### config.mk
export PLATFORM = sky130hd
export DESIGN_NAME = scs_clock_ctrl
export DESIGN_NICKNAME = d
export VERILOG_FILES = /design/src/include/scs_pkg.sv /design/src/include/scs_cmd_if.sv /design/src/verilog/scs_frame_decode.sv /design/src/verilog/scs_clock_ctrl.sv
export SDC_FILE = /design/constraint.sdc
export NUM_CORES = 1
export LEC_CHECK = 0
export BUFFER_PORTS_ARGS = -buffer_cell sky130_fd_sc_hd__buf_2
export CORE_MARGIN = 2
export CORE_UTILIZATION = 40
export CTS_CLUSTER_SIZE = 16
export DETAILED_ROUTE_END_ITERATION = 16
export GPL_TIMING_DRIVEN = 0
export SYNTH_ARGS = -nofsm -noshare
export SYNTH_HDL_FRONTEND = slang
export SYNTH_HIERARCHICAL = 1
export SYNTH_SLANG_ARGS = --single-unit
### constraint.sdc
create_clock -name ref_clk -period 4.15 [get_ports ref_clk]
set_input_delay 0.2075 -clock ref_clk [delete_from_list [all_inputs] [get_ports ref_clk]]
set_output_delay 0.2075 -clock ref_clk [all_outputs]
set_load 0.02 [all_outputs]
### src/include/scs_pkg.sv
// constants and types shared by the system clock control block
package scs_pkg;
	// host command bytes (first byte of a three byte command frame)
	localparam logic [7:0] SELECT_EXTERNAL_REF_CMD = 8'h44;
	localparam logic [7:0] SELECT_INTERNAL_REF_CMD = 8'h48;
	localparam logic [7:0] SYSCLK_HIGH_FREQ_CMD = 8'h62;
	localparam logic [7:0] SYSCLK_LOW_FREQ_CMD = 8'h61;
	// frame layout: two prefix bits then a six bit code
	localparam int PREFIX_MSB = 7;
	localparam int PREFIX_LSB = 6;
	localparam int CODE_MSB = 5;
	localparam logic [1:0] PREFIX_CMD = 2'h1;
	localparam logic [1:0] PREFIX_READ = 2'h0;
	localparam logic [1:0] FRAME_LAST_BYTE = 2'h2;
	// reference source encoding
	typedef enum logic [1:0] {
		SCS_REF_INTERNAL = 2'h0,
		SCS_REF_CRYSTAL = 2'h1,
		SCS_REF_SQUARE = 2'h2
	} scs_ref_t;
	// reset values
	localparam scs_ref_t REF_SRC_RESET = SCS_REF_INTERNAL;
	localparam logic HIGH_FREQ_RESET = 1'b1;
	localparam int DIV_W_DEFAULT = 8;
	// power state, one-hot
	typedef enum logic [1:0] {
		SCS_STANDBY = 2'b01,
		SCS_ACTIVE = 2'b10
	} scs_state_t;
endpackage

### src/include/scs_cmd_if.sv
// decoded host command carrier between frame decoder and clock control
`timescale 1ns/1ps
interface scs_cmd_if;
	logic cmd_pulse;
	logic [7:0] cmd_byte;
	logic wake_pulse;
	modport dec (output cmd_pulse, output cmd_byte, output wake_pulse);
	modport ctl (input cmd_pulse, input cmd_byte, input wake_pulse);
endinterface

### src/verilog/scs_frame_decode.sv
// host frame decoder: turns three byte frames into command and wake pulses
`timescale 1ns/1ps
module scs_frame_decode
	import scs_pkg::*;
(
	input wire logic ref_clk,
	input wire logic rstn,
	input wire logic host_cs_active,
	input wire logic host_byte_valid,
	input wire logic [7:0] host_byte,
	scs_cmd_if.dec cmd
);
	logic [1:0] idx_q;
	logic [1:0] idx_d;
	logic [7:0] first_q;
	logic zero_tail_q;
	logic cmd_pulse_q;
	logic wake_pulse_q;
	logic [7:0] cmd_byte_q;

	// frame position; bytes past the third are data and never decoded
	wire in_frame = host_cs_active && host_byte_valid;
	wire at_first = in_frame && (idx_q == 2'h0);
	wire at_last = in_frame && (idx_q == FRAME_LAST_BYTE);
	wire tail_zero = zero_tail_q && (host_byte == 8'h00);
	wire is_cmd = at_last && tail_zero && (first_q[PREFIX_MSB:PREFIX_LSB] == PREFIX_CMD);
	wire is_wake = at_last && tail_zero && (first_q == 8'h00);
	assign idx_d = !host_cs_active ? 2'h0 : (in_frame && idx_q != 2'h3) ? idx_q + 2'h1 : idx_q;

	// capture frame bytes
	always_ff @(posedge ref_clk or negedge rstn) begin
		if (!rstn) begin
			idx_q <= 2'h0;
			first_q <= 8'h00;
			zero_tail_q <= 1'b0;
		end else begin
			idx_q <= idx_d;
			if (at_first) begin
				first_q <= host_byte;
				zero_tail_q <= 1'b1;
			end else if (in_frame && host_byte != 8'h00) begin
				zero_tail_q <= 1'b0;
			end
		end
	end

	// one-cycle decoded pulses
	always_ff @(posedge ref_clk or negedge rstn) begin
		if (!rstn) begin
			cmd_pulse_q <= 1'b0;
			wake_pulse_q <= 1'b0;
			cmd_byte_q <= 8'h00;
		end else begin
			cmd_pulse_q <= is_cmd;
			wake_pulse_q <= is_wake;
			if (is_cmd) begin
				cmd_byte_q <= first_q;
			end
		end
	end

	assign cmd.cmd_pulse = cmd_pulse_q;
	assign cmd.wake_pulse = wake_pulse_q;
	assign cmd.cmd_byte = cmd_byte_q;
endmodule

### src/verilog/scs_clock_ctrl.sv
// system clock enable, reference select and vsync-aligned frequency switch
// Contract
// - three reference sources: internal oscillator, 12MHz crystal, 12MHz square wave
// - pll takes the selected reference and clocks all internal engines
// - after reset: standby, internal oscillator selected, system clock off
// - dummy read of address 0 wakes the part and enables the clock
// - 48MHz system clock is the default from a 12MHz reference
// - host commands pick 48MHz or 36MHz; device adopts the request
// - frequency change is applied on a vsync edge, glitch free
// - frequency change only happens while pixel divisor is nonzero
// - external select is 44h, internal select 48h, internal is default
// - 48MHz select is 62h and default, 36MHz select is 61h
// - command frame: bits 0 then 1, six bit code, two zero bytes
// - pixel clock is system clock over divisor; zero disables it
`timescale 1ns/1ps
module scs_clock_ctrl
	import scs_pkg::*;
#(
	parameter int DIV_W = DIV_W_DEFAULT
) (
	input wire logic ref_clk,
	input wire logic rstn,
	input wire logic host_cs_active,
	input wire logic host_byte_valid,
	input wire logic [7:0] host_byte,
	input wire logic ext_ref_is_square,
	input wire logic [DIV_W-1:0] pclk_divisor,
	input wire logic vsync,
	output logic sysclk_en_q,
	output logic engines_clk_en_q,
	output scs_ref_t ref_src_q,
	output logic pll_high_freq_q,
	output logic freq_change_pending_q,
	output logic pclk_tick_q
);
	// decoded command carrier from the frame decoder
	scs_cmd_if cmd_if ();
	// power state, one-hot
	scs_state_t state_q;
	scs_state_t state_d;
	// clock gates for the pll output and the engines
	logic sysclk_en_d;
	logic engines_clk_en_d;
	// reference select
	scs_ref_t ref_src_d;
	// frequency request, frequency in force and their difference
	logic target_high_q;
	logic target_high_d;
	logic pll_high_freq_d;
	logic freq_change_pending_d;
	// vsync history for the edge detector
	logic vsync_q;
	logic vsync_d;
	// pixel divider
	logic [DIV_W-1:0] pclk_cnt_q;
	logic [DIV_W-1:0] pclk_cnt_d;
	logic pclk_tick_d;

	// true when the decoded frame carries the given command byte
	function automatic logic cmd_is(input logic pulse, input logic [7:0] got, input logic [7:0] code);
		return pulse && (got == code);
	endfunction

	// command bytes arrive on the host link, decoded in their own module
	scs_frame_decode scs_frame_decode_inst (
		.ref_clk(ref_clk),
		.rstn(rstn),
		.host_cs_active(host_cs_active),
		.host_byte_valid(host_byte_valid),
		.host_byte(host_byte),
		.cmd(cmd_if.dec)
	);

	// command decode; reserved codes match none of these and are dropped here
	wire go_ext = cmd_is(cmd_if.cmd_pulse, cmd_if.cmd_byte, SELECT_EXTERNAL_REF_CMD);
	wire go_int = cmd_is(cmd_if.cmd_pulse, cmd_if.cmd_byte, SELECT_INTERNAL_REF_CMD);
	wire go_high = cmd_is(cmd_if.cmd_pulse, cmd_if.cmd_byte, SYSCLK_HIGH_FREQ_CMD);
	wire go_low = cmd_is(cmd_if.cmd_pulse, cmd_if.cmd_byte, SYSCLK_LOW_FREQ_CMD);
	// the crystal and square-wave options share one command; the pin strap tells them apart
	wire scs_ref_t ext_src = ext_ref_is_square ? SCS_REF_SQUARE : SCS_REF_CRYSTAL;

	// power state: standby until the wake read arrives; no way back short of reset
	always_comb begin
		state_d = state_q;
		unique case (state_q)
			SCS_STANDBY: begin
				if (cmd_if.wake_pulse) begin
					state_d = SCS_ACTIVE;
				end
			end
			SCS_ACTIVE: begin
				state_d = SCS_ACTIVE;
			end
			// a state word upset off the one-hot codes falls back to standby
			default: begin
				state_d = SCS_STANDBY;
			end
		endcase
	end

	// enables follow the next state so both gates open on the same edge
	assign sysclk_en_d = (state_d == SCS_ACTIVE);
	assign engines_clk_en_d = (state_d == SCS_ACTIVE);
	// a reference command replaces the previous choice; the pll retunes on its own
	assign ref_src_d = go_ext ? ext_src : go_int ? SCS_REF_INTERNAL : ref_src_q;

	// vsync edge and divisor state
	// vsync is taken as synchronous; an asynchronous panel sync would need a synchroniser here
	assign vsync_d = vsync;
	wire div_nonzero = (pclk_divisor != '0);
	wire vsync_edge = vsync && !vsync_q;
	// switching only at a frame edge hides the clock step from the panel
	wire apply_freq = vsync_edge && div_nonzero && (target_high_q != pll_high_freq_q);

	// frequency request, frequency in force and pending flag
	// the newest request wins; the pll keeps its frequency until the apply
	assign target_high_d = go_high ? 1'b1 : go_low ? 1'b0 : target_high_q;
	assign pll_high_freq_d = apply_freq ? target_high_q : pll_high_freq_q;
	// a request landing with the apply edge stays pending, it is not lost
	assign freq_change_pending_d = target_high_d != pll_high_freq_d;

	// pixel tick: one pulse every divisor system clock cycles
	// the counter restarts from zero while stopped, so the first tick comes a full period after start
	wire pclk_run = sysclk_en_q && div_nonzero;
	// >= rather than == so a divisor lowered mid-count wraps at once instead of running to the top
	wire pclk_wrap = pclk_cnt_q >= pclk_divisor - DIV_W'(1);
	assign pclk_cnt_d = (!pclk_run || pclk_wrap) ? '0 : pclk_cnt_q + DIV_W'(1);
	assign pclk_tick_d = pclk_run && pclk_wrap;

	// power state register
	always_ff @(posedge ref_clk or negedge rstn) begin
		if (!rstn) begin
			state_q <= SCS_STANDBY;
		end else begin
			state_q <= state_d;
		end
	end

	// system clock gate
	always_ff @(posedge ref_clk or negedge rstn) begin
		if (!rstn) begin
			sysclk_en_q <= 1'b0;
		end else begin
			sysclk_en_q <= sysclk_en_d;
		end
	end

	// engine clock gate
	always_ff @(posedge ref_clk or negedge rstn) begin
		if (!rstn) begin
			engines_clk_en_q <= 1'b0;
		end else begin
			engines_clk_en_q <= engines_clk_en_d;
		end
	end

	// pll reference select
	always_ff @(posedge ref_clk or negedge rstn) begin
		if (!rstn) begin
			ref_src_q <= REF_SRC_RESET;
		end else begin
			ref_src_q <= ref_src_d;
		end
	end

	// requested frequency
	always_ff @(posedge ref_clk or negedge rstn) begin
		if (!rstn) begin
			target_high_q <= HIGH_FREQ_RESET;
		end else begin
			target_high_q <= target_high_d;
		end
	end

	// frequency in force
	always_ff @(posedge ref_clk or negedge rstn) begin
		if (!rstn) begin
			pll_high_freq_q <= HIGH_FREQ_RESET;
		end else begin
			pll_high_freq_q <= pll_high_freq_d;
		end
	end

	// pending change flag
	always_ff @(posedge ref_clk or negedge rstn) begin
		if (!rstn) begin
			freq_change_pending_q <= 1'b0;
		end else begin
			freq_change_pending_q <= freq_change_pending_d;
		end
	end

	// vsync history; reset level matches the idle pin so no false edge follows reset
	always_ff @(posedge ref_clk or negedge rstn) begin
		if (!rstn) begin
			vsync_q <= 1'b0;
		end else begin
			vsync_q <= vsync_d;
		end
	end

	// pixel divider count
	always_ff @(posedge ref_clk or negedge rstn) begin
		if (!rstn) begin
			pclk_cnt_q <= '0;
		end else begin
			pclk_cnt_q <= pclk_cnt_d;
		end
	end

	// pixel tick
	always_ff @(posedge ref_clk or negedge rstn) begin
		if (!rstn) begin
			pclk_tick_q <= 1'b0;
		end else begin
			pclk_tick_q <= pclk_tick_d;
		end
	end
endmodule

==> impl_metrics.xml <==
<?xml version="1.0" encoding="UTF-8"?>
<metrics>
  <group name="run_status">
    <metric name="status" unit="">complete, no violations</metric>
  </group>
  <group name="route">
    <metric name="dr.first_iter.drc_count" unit="">81</metric>
    <metric name="wl" unit="um">3544</metric>
    <metric name="avgViaCountPerCell" unit="">4.911</metric>
    <metric name="detail_route.drc_violations" unit="">0</metric>
    <metric name="vias" unit="">1375</metric>
    <metric name="wl_per_cell" unit="um">12.66</metric>
    <metric name="antenna_left" unit="">0</metric>
    <metric name="drt_pre_antenna_iters" unit="">4</metric>
  </group>
  <group name="yosys">
    <metric name="synth-seq-cells" unit="">39</metric>
    <metric name="netlist-cell-type-count" unit="">45</metric>
    <metric name="ys_dominant_reg_cell" unit="">sky130_fd_sc_hd__dfrtp_1</metric>
    <metric name="synthesis.area_per_instance" unit="sq um">12.02</metric>
    <metric name="post_synth_inst_count" unit="">174</metric>
    <metric name="synthArstFlopShare" unit="">1.000</metric>
    <metric name="seq_area_frac_synth" unit="">0.4683</metric>
    <metric name="syn_area" unit="sq um">2092</metric>
    <metric name="synth_enable_flop_cells" unit="">0</metric>
    <metric name="postSynthNetCount" unit="">212</metric>
    <metric name="synth-warning-count" unit="">6</metric>
  </group>
  <group name="power_and_ir_drop">
    <metric name="static_leakage" unit="nW">1.148</metric>
    <metric name="power_per_cell_area" unit="nW/um^2">328.7</metric>
    <metric name="design_power_total" unit="uW">789.2</metric>
    <metric name="max-vdd-ir-drop" unit="mV">0.1466</metric>
  </group>
  <group name="clock_network">
    <metric name="clock_tree.root_cell" unit="">sky130_fd_sc_hd__clkbuf_8</metric>
    <metric name="maximum_buffer_depth_of_the_clock_tree" unit="">2</metric>
    <metric name="tritoncts.num_buffers" unit="">5</metric>
    <metric name="path_clk_slew" unit="ns">0.07</metric>
    <metric name="post_cts_buffers" unit="">0</metric>
    <metric name="htree_num_levels" unit="">2</metric>
    <metric name="clkSinkCount" unit="">39</metric>
    <metric name="ctsResizeCount" unit="">0</metric>
    <metric name="cts_tree" unit="">built</metric>
    <metric name="cts_hold_buf" unit="">0</metric>
    <metric name="clkLatencyLatePin" unit="ns">0.29</metric>
  </group>
  <group name="placement">
    <metric name="dp.cells" unit="">272</metric>
    <metric name="place_worst_setup_slack" unit="ns">1.295</metric>
    <metric name="routabilityCongestion" unit="">0.7368</metric>
    <metric name="place.port_buffers" unit="">28</metric>
    <metric name="dp.final_hpwl" unit="um">2602</metric>
    <metric name="dpl_cell_area" unit="sq um">2320</metric>
  </group>
  <group name="floorplan">
    <metric name="fp.dieW" unit="um">76.32</metric>
    <metric name="floorplan.initialDensity" unit="">0.4122</metric>
    <metric name="floorplan.core_area" unit="sq um">5075</metric>
    <metric name="die_height" unit="um">76.32</metric>
    <metric name="design.die.area" unit="sq um">5825</metric>
    <metric name="boundaryPins" unit="">29</metric>
    <metric name="rows" unit="">26</metric>
  </group>
  <group name="critical_path">
    <metric name="crit_path_start_kind" unit="">primary input</metric>
    <metric name="timing.rr.start" unit="">pclk_cnt_q[7]$_DFF_PN0_</metric>
    <metric name="worst-path-max-fanout" unit="">9</metric>
    <metric name="criticalPathCategory" unit="">in2reg</metric>
    <metric name="cp_capture_type" unit="">register</metric>
    <metric name="setup.reg_to_reg.worst_slack" unit="ns">2.19</metric>
    <metric name="worstPathRequired" unit="ns">4.27</metric>
    <metric name="reg2reg_to" unit="">pclk_cnt_q[6]$_DFF_PN0_</metric>
    <metric name="arrival" unit="ns">2.69</metric>
    <metric name="worst_r2r_path_depth" unit="">4</metric>
  </group>
  <group name="finish">
    <metric name="fin_nets" unit="">247</metric>
    <metric name="drive_gt1_frac" unit="">0.2952</metric>
    <metric name="flow.area_growth_from_synthesis" unit="%">14.77</metric>
    <metric name="most-common-layout-cells" unit="">sky130_fd_sc_hd__dfrtp_1, sky130_fd_sc_hd__buf_2, sky130_fd_sc_hd__ha_1, sky130_fd_sc_hd__mux2_2, sky130_fd_sc_hd__inv_1</metric>
    <metric name="mostFrequentLayoutCell" unit="">sky130_fd_sc_hd__dfrtp_1</metric>
    <metric name="antenna_diodes" unit="">0</metric>
    <metric name="fin_cells" unit="">280</metric>
    <metric name="n_fill_cell" unit="">484</metric>
    <metric name="postLayoutCoreUtil" unit="">0.4731</metric>
    <metric name="final_area" unit="sq um">2401</metric>
  </group>
  <group name="timing">
    <metric name="final.setup.tns" unit="ns">0</metric>
    <metric name="period_share" unit="">0.6181</metric>
    <metric name="clock.fmax" unit="MHz">389.8</metric>
    <metric name="setup_viol" unit="">0</metric>
    <metric name="relSlewSlack" unit="">0.2884</metric>
    <metric name="finalHoldViolations" unit="">0</metric>
    <metric name="timing.final.ws_setup" unit="ns">1.585</metric>
    <metric name="fin_worst_skew" unit="ns">0.002546</metric>
    <metric name="slew_violations" unit="">0</metric>
    <metric name="final_period_minus_worst_setup_slack" unit="ns">2.565</metric>
    <metric name="hold-worst-slack" unit="ns">0.02353</metric>
    <metric name="worst_slew_pin_slew" unit="ns">1.056</metric>
    <metric name="setup_repair_after_global_routing_missed_its_margin" unit="">false</metric>
  </group>
  <group name="global_routing">
    <metric name="via_count_of_the_first_global_routing_pass" unit="">1356</metric>
    <metric name="grt.total_usage" unit="">0.1336</metric>
    <metric name="number_of_antenna_violations_at_the_first_check_in_global_routing" unit="">0</metric>
    <metric name="grt_overflow_total" unit="">0</metric>
    <metric name="grt_start_max_net_pins" unit="">40</metric>
    <metric name="wire_length_of_the_first_global_routing_pass" unit="um">6237</metric>
  </group>
  <group name="job">
    <metric name="cap_violations" unit="">0</metric>
  </group>
  <group name="min_path">
    <metric name="min_path_type" unit="">in2async</metric>
  </group>
</metrics>
[sequential cells by signal, summed over array words and instances (netlist names), 2 cells and up]
signal,flops
pclk_cnt_q,8
ref_src_q,2
scs_frame_decode_inst/cmd.cmd_byte,8
scs_frame_decode_inst/first_q,8
state_q,2
scs_frame_decode_inst/idx_q,2
[layer usage]
| layer | global-route usage | vias to the layer above | routed length [um] |
|---|---|---|---|
| met5 | 0 | - | 0 |
| met4 | 0.05455 | 0 | 65 |
| met3 | 0.02607 | 7 | 100 |
| met2 | 0.2062 | 20 | 1576 |
| met1 | 0.1850 | 648 | 1802 |
| li1 | - | 700 | - |
[worst max-delay path by stage]
stage	from	end
finish	pclk_divisor[2]	pclk_cnt_q[6]$_DFF_PN0_
global route	pclk_divisor[2]	pclk_cnt_q[2]$_DFF_PN0_
CTS	pclk_divisor[2]	pclk_cnt_q[6]$_DFF_PN0_
detailed placement	pclk_divisor[2]	pclk_cnt_q[6]$_DFF_PN0_
global placement	pclk_divisor[2]	pclk_cnt_q[7]$_DFF_PN0_
floorplan	pclk_divisor[2]	pclk_cnt_q[2]$_DFF_PN0_
[report_power, final]
part / switching, mW / internal [mW]
registers: 0.0231 / 0.415
clock network: 0.124 / 0.118
logic: 0.0546 / 0.0549
[cells by family (layout without fill, tap and decap cells)]
kind of cell | Yosys count | count (layout) | share of synthesized area
AO/OA/AOI/OAI | 20 | 20 | 0.08553
flip-flops | 39 | 39 | 0.4683
XOR/XNOR | 14 | 14 | 0.06220
AND/OR/NAND/NOR | 55 | 55 | 0.1740
multiplexers | 16 | 16 | 0.08732
buffers and inverters | 14 | 50 | 0.02692
adder cells (fa/ha/maj) | 16 | 16 | 0.09569
[worst max-delay path, stage by stage]
cell and delay [ns]:
sky130_fd_sc_hd__buf_2 0.12, sky130_fd_sc_hd__or4_4 0.58, sky130_fd_sc_hd__nor4_1 0.25, sky130_fd_sc_hd__xnor2_1 0.13
sky130_fd_sc_hd__ha_1 0.31, sky130_fd_sc_hd__nand2_1 0.08, sky130_fd_sc_hd__o21ai_0 0.84, sky130_fd_sc_hd__nor4_1 0.16
[cell usage after synthesis, types with 2 or more instances]
| master | number | share of area |
|---|---|---|
| sky130_fd_sc_hd__dfrtp_1 | 36 | 0.43 |
| sky130_fd_sc_hd__ha_1 | 16 | 0.096 |
| sky130_fd_sc_hd__mux2_2 | 14 | 0.075 |
| sky130_fd_sc_hd__inv_1 | 13 | 0.023 |
| sky130_fd_sc_hd__nor4_1 | 11 | 0.033 |
| sky130_fd_sc_hd__nand2_1 | 8 | 0.014 |
| sky130_fd_sc_hd__xnor2_1 | 8 | 0.033 |
| sky130_fd_sc_hd__nand3_1 | 7 | 0.017 |
| sky130_fd_sc_hd__nor2b_1 | 5 | 0.015 |
| sky130_fd_sc_hd__xor2_1 | 5 | 0.021 |
| sky130_fd_sc_hd__and3_1 | 4 | 0.012 |
| sky130_fd_sc_hd__nor3_1 | 4 | 0.0096 |
| sky130_fd_sc_hd__a21oi_1 | 3 | 0.0072 |
| sky130_fd_sc_hd__dfstp_2 | 3 | 0.038 |
| sky130_fd_sc_hd__nand2b_1 | 3 | 0.0090 |
| sky130_fd_sc_hd__a31oi_1 | 2 | 0.0060 |
| sky130_fd_sc_hd__nor2_1 | 2 | 0.0036 |
| sky130_fd_sc_hd__o21ai_1 | 2 | 0.0048 |
| sky130_fd_sc_hd__o2bb2ai_1 | 2 | 0.0084 |
[cell type report]
type / count / area [sq um] / share of cell area
plain buffers: 1 / 7.507 / 0.003127
clock buffers: 7 / 76.32 / 0.03179
clock inverters: 1 / 5.005 / 0.002084
inverters: 13 / 48.80 / 0.02032
multi-input cells: 121 / 1056 / 0.4398
flip-flops and latches: 39 / 979.7 / 0.4080
well taps: 70 / 87.58 / 0.03648
repair buffers: 28 / 140.1 / 0.05836
Note: power is estimated with default switching activity, not from simulation.
